`src/logic/audio_port_pkg.sv`:
```
// shared constants and types for the audio port enable and interrupt block
package audio_port_pkg;
    // global configuration register, upper byte bits (15 down to 8)
    localparam int unsigned CFG_ISDN_MODE_BIT   = 13;
    localparam int unsigned CFG_UNIT_EN_BIT     = 14;
    localparam int unsigned CFG_CLK_EN_BIT      = 15;
    localparam logic [15:0] CFG_RESET           = 16'h0000;
    // interrupt status and control register field positions
    localparam int unsigned IRQ_ENABLE_LSB      = 0;
    localparam int unsigned IRQ_PENDING_LSB     = 4;
    localparam int unsigned IRQ_CLEAR_LSB       = 8;
    localparam int unsigned IRQ_SOURCES         = 4;
    localparam logic [3:0]  IRQ_ENABLE_RESET    = 4'h0;
    localparam logic [3:0]  IRQ_PENDING_RESET   = 4'h0;
    // source index: rx, rx error, tx, tx error
    localparam int unsigned SRC_RX              = 0;
    localparam int unsigned SRC_RX_ERR          = 1;
    localparam int unsigned SRC_TX              = 2;
    localparam int unsigned SRC_TX_ERR          = 3;
    // register select codes
    localparam logic        SEL_GLOBAL_CONFIG   = 1'b0;
    localparam logic        SEL_IRQ_STATUS_CTRL = 1'b1;
    localparam logic [3:0]  RX_LEVEL_RESET      = 4'h0;
    localparam logic [4:0]  RX_COUNT_RESET      = 5'h00;

    typedef enum logic [1:0]
    {
        PORT_OFF      = 2'b00,
        PORT_CLK_ONLY = 2'b01,
        PORT_PCM      = 2'b10,
        PORT_ISDN     = 2'b11
    } port_state_t;
endpackage

```
`src/logic/audio_irq_if.sv`:
```
// event and flag bundle between the top and the interrupt flag bank
interface audio_irq_if;
    logic [3:0] enable;
    logic [3:0] event_hit;
    logic [3:0] clear;
    logic [3:0] pending;

    modport ctrl
    (
        output enable,
        output event_hit,
        output clear,
        input  pending
    );
    modport bank
    (
        input  enable,
        input  event_hit,
        input  clear,
        output pending
    );
endinterface

```
`src/logic/audio_irq_flags.sv`:
```
// sticky pending flags, one per interrupt source
module audio_irq_flags
(
    input  wire logic  ref_clk_i,
    input  wire logic  rst_i,
    input  wire logic  clk_en_i,
    audio_irq_if.bank  irq
);
    logic [3:0] pending_reg;
    logic [3:0] pending_next;

    genvar g;
    generate
        for (g = 0; g < audio_port_pkg::IRQ_SOURCES; g++)
        begin : gen_flag
            // set wins over a simultaneous clear so no event is lost
            always_comb
            begin
                if (irq.enable[g] && irq.event_hit[g])
                    pending_next[g] = 1'b1;
                else if (irq.clear[g])
                    pending_next[g] = 1'b0;
                else
                    pending_next[g] = pending_reg[g];
            end
        end
    endgenerate

    always_ff @(posedge ref_clk_i or posedge rst_i)
    begin
        if (rst_i)
            pending_reg <= audio_port_pkg::IRQ_PENDING_RESET;
        else if (clk_en_i)
            pending_reg <= pending_next;
    end

    assign irq.pending = pending_reg;
endmodule

```
`src/logic/audio_port_enable_irq_ctrl.sv`:
```
// audio port global enable, mode select and interrupt status/control
module audio_port_enable_irq_ctrl
(
    input  wire logic        ref_clk_i,
    input  wire logic        rst_i,
    input  wire logic        clk_en_i,
    input  wire logic        reg_sel_i,
    input  wire logic        reg_wr_i,
    input  wire logic        reg_rd_i,
    input  wire logic [15:0] reg_wdata_i,
    output logic      [15:0] reg_rdata_o,
    output logic             reg_ack_o,
    input  wire logic [4:0]  rx_fifo_count_i,
    input  wire logic [3:0]  rx_warning_level_i,
    input  wire logic        rx_word_done_i,
    input  wire logic        rx_fifo_full_i,
    input  wire logic        rx_overrun_flag_i,
    input  wire logic        tx_almost_empty_flag_i,
    input  wire logic        tx_underrun_flag_i,
    output logic             port_clk_gate_o,
    output logic             port_enable_o,
    output logic             isdn_link_mode_o,
    output logic             bit_clk_external_o,
    output logic             frame_sync_external_o,
    output logic             irq_o
);
    audio_irq_if irq_bus ();

    logic [15:0]               cfg_reg;
    logic [15:0]               cfg_next;
    logic [3:0]                irq_en_reg;
    logic [3:0]                irq_en_next;
    logic [15:0]               rdata_reg;
    logic [15:0]               rdata_next;
    logic                      ack_reg;
    logic                      ack_next;
    logic [3:0]                src_prev_reg;
    logic [3:0]                src_prev_next;
    logic [3:0]                src_level;
    logic [3:0]                clear_strobe;
    logic [3:0]                irq_pending;
    logic                      clk_on;
    logic                      access_ok;
    logic                      rx_cond;
    audio_port_pkg::port_state_t port_state;

    assign clk_on    = cfg_reg[audio_port_pkg::CFG_CLK_EN_BIT];
    // only the global config register answers while the port clock is gated off
    assign access_ok = clk_on;

    // receive condition is masked during a discarded overrun word
    always_comb
    begin
        rx_cond = ({1'b0, rx_warning_level_i} < rx_fifo_count_i);
        if (rx_word_done_i && rx_fifo_full_i)
            rx_cond = 1'b0;
    end

    always_comb
    begin
        src_level = 4'h0;
        src_level[audio_port_pkg::SRC_RX]     = rx_cond;
        src_level[audio_port_pkg::SRC_RX_ERR] = rx_overrun_flag_i;
        src_level[audio_port_pkg::SRC_TX]     = tx_almost_empty_flag_i;
        src_level[audio_port_pkg::SRC_TX_ERR] = tx_underrun_flag_i;
    end

    always_comb
    begin
        src_prev_next = src_level;
    end

    always_ff @(posedge ref_clk_i or posedge rst_i)
    begin
        if (rst_i)
            src_prev_reg <= 4'h0;
        else if (clk_en_i)
            src_prev_reg <= src_prev_next;
    end

    // receive is a level condition; the other three fire on the flag rising
    always_comb
    begin
        irq_bus.event_hit = src_level & ~src_prev_reg;
        irq_bus.event_hit[audio_port_pkg::SRC_RX] = rx_cond;
    end
    // edge memory stops a flag that stays high from re-raising after clear

    // config write: clock enable must already be set, else only the clock enable bit is taken
    always_comb
    begin
        cfg_next    = cfg_reg;
        irq_en_next = irq_en_reg;
        clear_strobe = 4'h0;
        if (reg_wr_i)
        begin
            if (reg_sel_i == audio_port_pkg::SEL_GLOBAL_CONFIG)
            begin
                if (access_ok)
                    cfg_next = reg_wdata_i;
                else
                begin
                    // only the clock enable takes before the clock runs
                    cfg_next = audio_port_pkg::CFG_RESET;
                    cfg_next[audio_port_pkg::CFG_CLK_EN_BIT] =
                        reg_wdata_i[audio_port_pkg::CFG_CLK_EN_BIT];
                end
            end
            else if (access_ok)
            begin
                irq_en_next = reg_wdata_i[audio_port_pkg::IRQ_ENABLE_LSB +: 4];
                // a zero in a clear bit leaves the flag alone
                clear_strobe =
                    reg_wdata_i[audio_port_pkg::IRQ_CLEAR_LSB +: 4];
            end
        end
    end

    always_ff @(posedge ref_clk_i or posedge rst_i)
    begin
        if (rst_i)
        begin
            cfg_reg    <= audio_port_pkg::CFG_RESET;
            irq_en_reg <= audio_port_pkg::IRQ_ENABLE_RESET;
        end
        else if (clk_en_i)
        begin
            cfg_reg    <= cfg_next;
            irq_en_reg <= irq_en_next;
        end
    end

    assign irq_bus.enable = irq_en_reg;
    assign irq_bus.clear  = clear_strobe;
    assign irq_pending    = irq_bus.pending;

    audio_irq_flags u_flags
    (
        .ref_clk_i (ref_clk_i),
        .rst_i     (rst_i),
        .clk_en_i  (clk_en_i),
        .irq       (irq_bus.bank)
    );
    // the bank clears only the flags whose clear bit was written as one

    // read data is registered; gated clock returns zero for the interrupt register
    always_comb
    begin
        rdata_next = 16'h0000;
        ack_next   = reg_rd_i | reg_wr_i;
        if (reg_rd_i && access_ok)
        begin
            if (reg_sel_i == audio_port_pkg::SEL_GLOBAL_CONFIG)
                rdata_next = cfg_reg;
            else if (reg_sel_i == audio_port_pkg::SEL_IRQ_STATUS_CTRL)
            begin
                rdata_next[audio_port_pkg::IRQ_ENABLE_LSB +: 4] =
                    irq_en_reg;
                rdata_next[audio_port_pkg::IRQ_PENDING_LSB +: 4] =
                    irq_pending;
                // clear and reserved bits stay zero on read
                rdata_next[15:8] = 8'h00;
            end
        end
        else if (reg_rd_i && !access_ok && reg_sel_i ==
                 audio_port_pkg::SEL_GLOBAL_CONFIG)
            rdata_next = cfg_reg;
    end

    always_ff @(posedge ref_clk_i or posedge rst_i)
    begin
        if (rst_i)
        begin
            rdata_reg <= 16'h0000;
            ack_reg   <= 1'b0;
        end
        else if (clk_en_i)
        begin
            rdata_reg <= rdata_next;
            ack_reg   <= ack_next;
        end
    end

    // port state decode from clock, unit enable and mode bits
    always_comb
    begin
        if (!clk_on)
            port_state = audio_port_pkg::PORT_OFF;
        else if (!cfg_reg[audio_port_pkg::CFG_UNIT_EN_BIT])
            port_state = audio_port_pkg::PORT_CLK_ONLY;
        else if (cfg_reg[audio_port_pkg::CFG_ISDN_MODE_BIT])
            port_state = audio_port_pkg::PORT_ISDN;
        else
            port_state = audio_port_pkg::PORT_PCM;
    end

    always_comb
    begin
        port_clk_gate_o       = 1'b0;
        port_enable_o         = 1'b0;
        isdn_link_mode_o      = 1'b0;
        bit_clk_external_o    = 1'b0;
        frame_sync_external_o = 1'b0;
        case (port_state)
            audio_port_pkg::PORT_OFF:
                port_clk_gate_o = 1'b0;
            audio_port_pkg::PORT_CLK_ONLY:
                port_clk_gate_o = 1'b1;
            audio_port_pkg::PORT_PCM:
            begin
                port_clk_gate_o = 1'b1;
                port_enable_o   = 1'b1;
            end
            audio_port_pkg::PORT_ISDN:
            begin
                port_clk_gate_o       = 1'b1;
                port_enable_o         = 1'b1;
                isdn_link_mode_o      = 1'b1;
                // slave only: both clocks come from the isdn controller
                bit_clk_external_o    = 1'b1;
                frame_sync_external_o = 1'b1;
            end
            default:
                port_clk_gate_o = 1'b0;
        endcase
    end

    assign reg_rdata_o = rdata_reg;
    assign reg_ack_o   = ack_reg;
    assign irq_o       = |irq_pending;
endmodule

```
`config.mk`:
```
export PLATFORM = sky130hd
export DESIGN_NAME = audio_port_enable_irq_ctrl
export DESIGN_NICKNAME = d
export VERILOG_FILES = /design/src/logic/audio_port_pkg.sv /design/src/logic/audio_irq_if.sv /design/src/logic/audio_irq_flags.sv /design/src/logic/audio_port_enable_irq_ctrl.sv
export SDC_FILE = /design/constraint.sdc
export NUM_CORES = 1
export LEC_CHECK = 0
export BUFFER_PORTS_ARGS = -buffer_cell sky130_fd_sc_hd__buf_2
export CAP_MARGIN = 20
export CELL_PAD_IN_SITES_DETAIL_PLACEMENT = 1
export CELL_PAD_IN_SITES_GLOBAL_PLACEMENT = 1
export CORE_UTILIZATION = 40
export CTS_CLUSTER_DIAMETER = 80
export DETAILED_ROUTE_END_ITERATION = 6
export GPL_ROUTABILITY_DRIVEN = 0
export HOLD_SLACK_MARGIN = 0.12
export PLACE_DENSITY = 0.87
export RECOVER_POWER = 100
export SYNTH_ARGS = -nofsm -noshare
export SYNTH_HDL_FRONTEND = slang
export SYNTH_SLANG_ARGS = --single-unit
export TNS_END_PERCENT = 50
```
`constraint.sdc`:
```
create_clock -name ref_clk_i -period 3.7 [get_ports ref_clk_i]
set_input_delay 0.555 -clock ref_clk_i [delete_from_list [all_inputs] [get_ports ref_clk_i]]
set_output_delay 0.555 -clock ref_clk_i [all_outputs]
set_load 0.02 [all_outputs]
```
**Yosys cells after proc, flatten, opt, wreduce, memory -nomap -nowiden**

Cells that the tools add are included.
W data, S select, Z words.

- Word-level logic and storage cells: 62
- Output and inout port bits: 23
- Flip-flop bits (word level): 45

- Multiplexer cells: 22
- $lt $le $gt $ge: 1
- Bitwise logic cells: 4
- Equal/unequal tests: 3
- Reduce and logical (&&, ||, !) cells: 23

Operator list:

| operator | number |
|---|---|
| $mux W16 | 3 |
| $mux W15 | 1 |
| $mux W1 | 12 |
| $mux W4 | 3 |
| $logic_and A1 B1 Y1 | 8 |
| $reduce_and A2 Y1 | 4 |
| $reduce_bool A2 Y1 | 4 |
| $lt A4 B5 Y1 | 1 |
| $and A4 B4 Y4 | 1 |
| $eq A2 B2 Y1 const B | 2 |
| $mux W2 | 2 |
| $not A4 Y4 | 1 |
| $reduce_and A4 Y1 | 1 |
| $reduce_or A4 Y1 | 1 |
| $reduce_and A3 Y1 | 1 |
| $reduce_or A3 Y1 | 1 |
| $eq A2 B1 Y1 const B | 1 |
| $logic_not A2 Y1 | 1 |
| $pmux W1 S2 | 1 |
| $reduce_or A2 Y1 | 1 |
| $logic_not A1 Y1 | 1 |
| $not A1 Y1 | 1 |
| $or A1 B1 Y1 | 1 |

**Longest topological paths before layout**

- Depth in word-level cells: 6
- Depth in mapped cells: 5
- Depth with buffers taken out: 5

**Hierarchy**

Synthesis repeated with hierarchy kept, for this count alone.

- Cell total of the unflattened synthesis: 202
- Area, all modules: 2005.7 um^2

By module, submodules not included:

| module | area an instance (um^2) | instances | cells each |
|---|---|---|---|
| audio_port_enable_irq_ctrl | 1835.5 | 1 | 188 |
| audio_irq_flags | 170.2 | 1 | 14 |

**Worst setup path before layout**

OpenSTA, ideal clock, no wires.

- Kind: reg2out
- Start: register cfg_reg[15]
- End: output port frame_sync_external_o
- Required time: 3.145 ns
- Path buffers: 2
- Stages on the path, launching flop included: 4
- Arrival: 1.158 ns
- Path slack: 1.987 ns
- Cells stage by stage: dfrtp_1 -> clkbuf_1 -> and3_1 -> buf_4

- Longest elaborated chain between the ends: 3

RTL lines:

| element | RTL line | source |
|---|---|---|
| start: declaration | audio_port_enable_irq_ctrl.sv:29 | `logic [15:0] cfg_reg;` |
| start signal: assignment | audio_port_enable_irq_ctrl.sv:123 | `cfg_reg <= audio_port_pkg::CFG_RESET;` |
| start signal: assignment | audio_port_enable_irq_ctrl.sv:128 | `cfg_reg <= cfg_next;` |
| $mux W2 | audio_port_enable_irq_ctrl.sv:187 | `if (!clk_on)` |
| $eq A2 B2 Y1 | -- |  |
| $mux W1 | -- |  |
| end: declaration | audio_port_enable_irq_ctrl.sv:24 | `output logic frame_sync_external_o,` |

Every way passes these cells.

**Worst setup path in the final report**

- Start: input port clk_en_i
- End: register cfg_reg[15]

- Longest elaborated chain between the ends: 1

RTL lines:

| element | RTL line | source |
|---|---|---|
| start: declaration | audio_port_enable_irq_ctrl.sv:6 | `input wire logic clk_en_i,` |
| $reduce_and A3 Y1 (no source line) | -- |  |

Every way passes these cells.
A chain may end at the register's enable or synchronous reset.

==> results by group <==
Timing
  • Final Slew Violations: 45
  • Max_slew headroom: -55.2%
  • Total negative slack: 0 ns
  • Final Cycle Share: between 70 and 80%
  • Post-route minimum period: ~2.6 ns
  • Final Hold Vio Count: 0
  • Setup WS post-layout: 1.06 ns
  • Hold Worst Slack: 0.476 ns
  • Clock Skews: roughly 0.0069 ns
  • Final setup viols: 0
  • Slew @ Worst Pin: 2.33 ns
  • Fmax: about 380 MHz
  • RSZ-0062 raised after global routing: no

Synth
  • Syn avg cell area: 9.44 um^2
  • Synth top cells by count: 57 x nand2_1, 44 x dfrtp_1, 23 x o21ai_0
  • Syn Inst Count: 208
  • Synth warnings: 0
  • Register area share after synthesis: a little under three fifths
  • Register bit total from synthesis: 44
  • Most common cell in the synthesized netlist: nand2_1
  • Asr flop ratio synth: 100%
  • Synth Cell Area: around 0.0020 mm^2
  • Top cells by area, synth: dfrtp_1 56%, nand2_1 11%, o21ai_0 5.9%
  • Count of cell types in the netlist: 33
  • EDFF count, synth: 0
  • Post-synth top flop: dfrtp_1
  • Net Count, Synth: 247
  • Post-synth top area share: between 50 and 60%
  • Area leader, netlist: dfrtp_1

Routing
  • Number of remaining DRC errors: 0
  • Post-DRT Antenna Nets: 0
  • Final WL: 4.91 mm
  • Routed len/inst: 15.0 um
  • First-pass DRT Iterations: 4
  • Vias: 1645
  • Drt via density: 5.02
  • DR iter-0 viols: 87

Clocking
  • Clock transition at path regs: about 0.080 ns
  • Post-CTS Hold Buffers: 0
  • Number of clock sinks: 44
  • PostCTS Resize Cnt: 0
  • H-tree level count: 2
  • Setup Fix Bufs, Post-CTS: 0
  • CTS tree: done
  • Clock buffer count from CTS: 5
  • CTS max path bufs: 2
  • Worst-Skew Late Latency: about 0.30 ns
  • CTS Root Cell: clkbuf_8

Die
  • Die H: 72.1 um
  • Cell row count: 25
  • Initial Utilization: 41.6%
  • Placeable Area: roughly 0.0047 mm^2
  • Die W: 72.1 um
  • I/O pins: 59
  • Die area: 0.00520 mm^2

Power
  • Lkg Pwr: ~1.1 nW
  • PwrDens: 566 mW/mm^2
  • Worst vdd ir: 0.000219 V
  • Combinational share of power: 14.8%
  • Sw Share: between 20% and 30%
  • Cell Int Power: 979 uW
  • Power share of the sequential group: a little under half
  • Pwr Total: 1.35 mW
  • Clock power share: about 38%
  • Psw: 370 uW

Global route
  • Total congestion overflow: 0
  • Largest net degree at the start of global routing: between 40 and 50
  • Antenna violations before repair: 0
  • Tot GR Track Use: 20.7%
  • Vias in the first global route: 1685
  • Global-route wire length before repair: 8.07 mm

Layout
  • Util after Layout: between 50% and 60%
  • Ant. Diodes: 0
  • Layout cells sized above 1: 18.4%
  • Post-Layout Cell Count: 328
  • P&R area growth vs syn: 21.3%
  • Final instance area: 0.00238 mm^2
  • NumNets Final: 299

Critical path
  • FF-to-FF setup slack: 1.90 ns
  • Worst EP required: approximately 4 ns
  • Startpoint types: input port
  • CP Data Arrival Time: 2.83 ns
  • Critical path's slowest cell: clkbuf_1
  • Max FO, Critical Path: 32
  • WS Path Type: input port to flip-flop
  • Critical Path Max Stage Delay: 0.88 ns
  • Critical path's top delay family: buffers and inverters
  • Cell mode on critical path: clkbuf_1
  • Crit. End Element: flip-flop
  • Worst path cell trace: clkbuf_1 > nand3b_1 > clkbuf_1 > mux2_2
  • Buf/Inv on CP: 2

Placement
  • Post-DP Area: 0.00226 mm^2
  • Detail Placement HPWL: between 3 and 4 mm
  • Count of input and output buffers: 58
  • Placed Instances: 320
  • Place WS: 1.48 ns

Status
  • Failing checks: max-capacitance violations, max-slew violations
  • Result of the run: finished, violations left

Hold path
  • Hold crit path type: input port to flip-flop

Flow run
  • Max-cap violation count: 1
==> worst paths after layout <==
kind	start	endpoint	cells past startpoint
worst max-delay path	clk_en_i	cfg_reg[15]	4
worst min register to register	cfg_reg[10]	cfg_reg[10]	2
worst min-delay path	reg_wdata_i[1]	irq_bus.enable[1]	3
min in group asynchronous	rst_i	reg_rdata_o[1]	3
max in group asynchronous	rst_i	reg_rdata_o[9]	3
worst max register to register	cfg_reg[15]	u_flags.irq.pending[0]	4
==> layout by cell type (no fill, tap or decap), drive strengths merged, types with 3 or more instances in the layout <==
master   n
mux2     4
nand2   57
buf     34
a22oi    8
inv     20
o21ai   32
ha       3
dfrtp   44
clkbuf  31
bufinv   3
==> power groups by stage <==
stage / Combinational [mW] / Clock (mW) / Sequential [mW]
2_1_floorplan: 0.129 / 0 / 0.638
3_3_place_gp: 0.198 / 0 / 0.645
3_5_place_dp: 0.208 / 0 / 0.651
4_1_cts: 0.212 / 0.517 / 0.642
5_1_grt: 0.226 / 0.535 / 0.655
6_report: 0.199 / 0.508 / 0.641
==> area by class of cell <==
cell class | count | area, um^2
fillers | 581 | 2340
flip-flops and latches | 44 | 1100
multi-input cells | 128 | 692
repair buffers | 60 | 268
clock inverters | 3 | 90.1
well taps | 67 | 83.8
inverters | 21 | 78.8
clock buffers | 5 | 68.8
==> logic make-up after synthesis <==
logic type                 Yosys count  share of synthesized area [%]
DFF                                 44                           56.1
adders and majority gates            3                           1.91
and+or+nand+nor                     73                           16.4
AOI/OAI and AO/OA                   48                           14.6
muxes                                4                           2.29
buffers and inverters               36                           8.73
==> metal layers <==
layer  up-vias  GRT usage [%]  routed length [um]
met1       806           26.1                2160
met2        41           33.0                2410
met4         0           11.1                 144
met3        12           5.14                 197
li1        786              -                   -
met5         -              0                   0
==> worst min-delay path, cell delays in order <==
cell and delay [ns]:
buf_2 0.10, nand2_1 0.05, nand2_1 0.04
(Power assumes the default switching activity.)
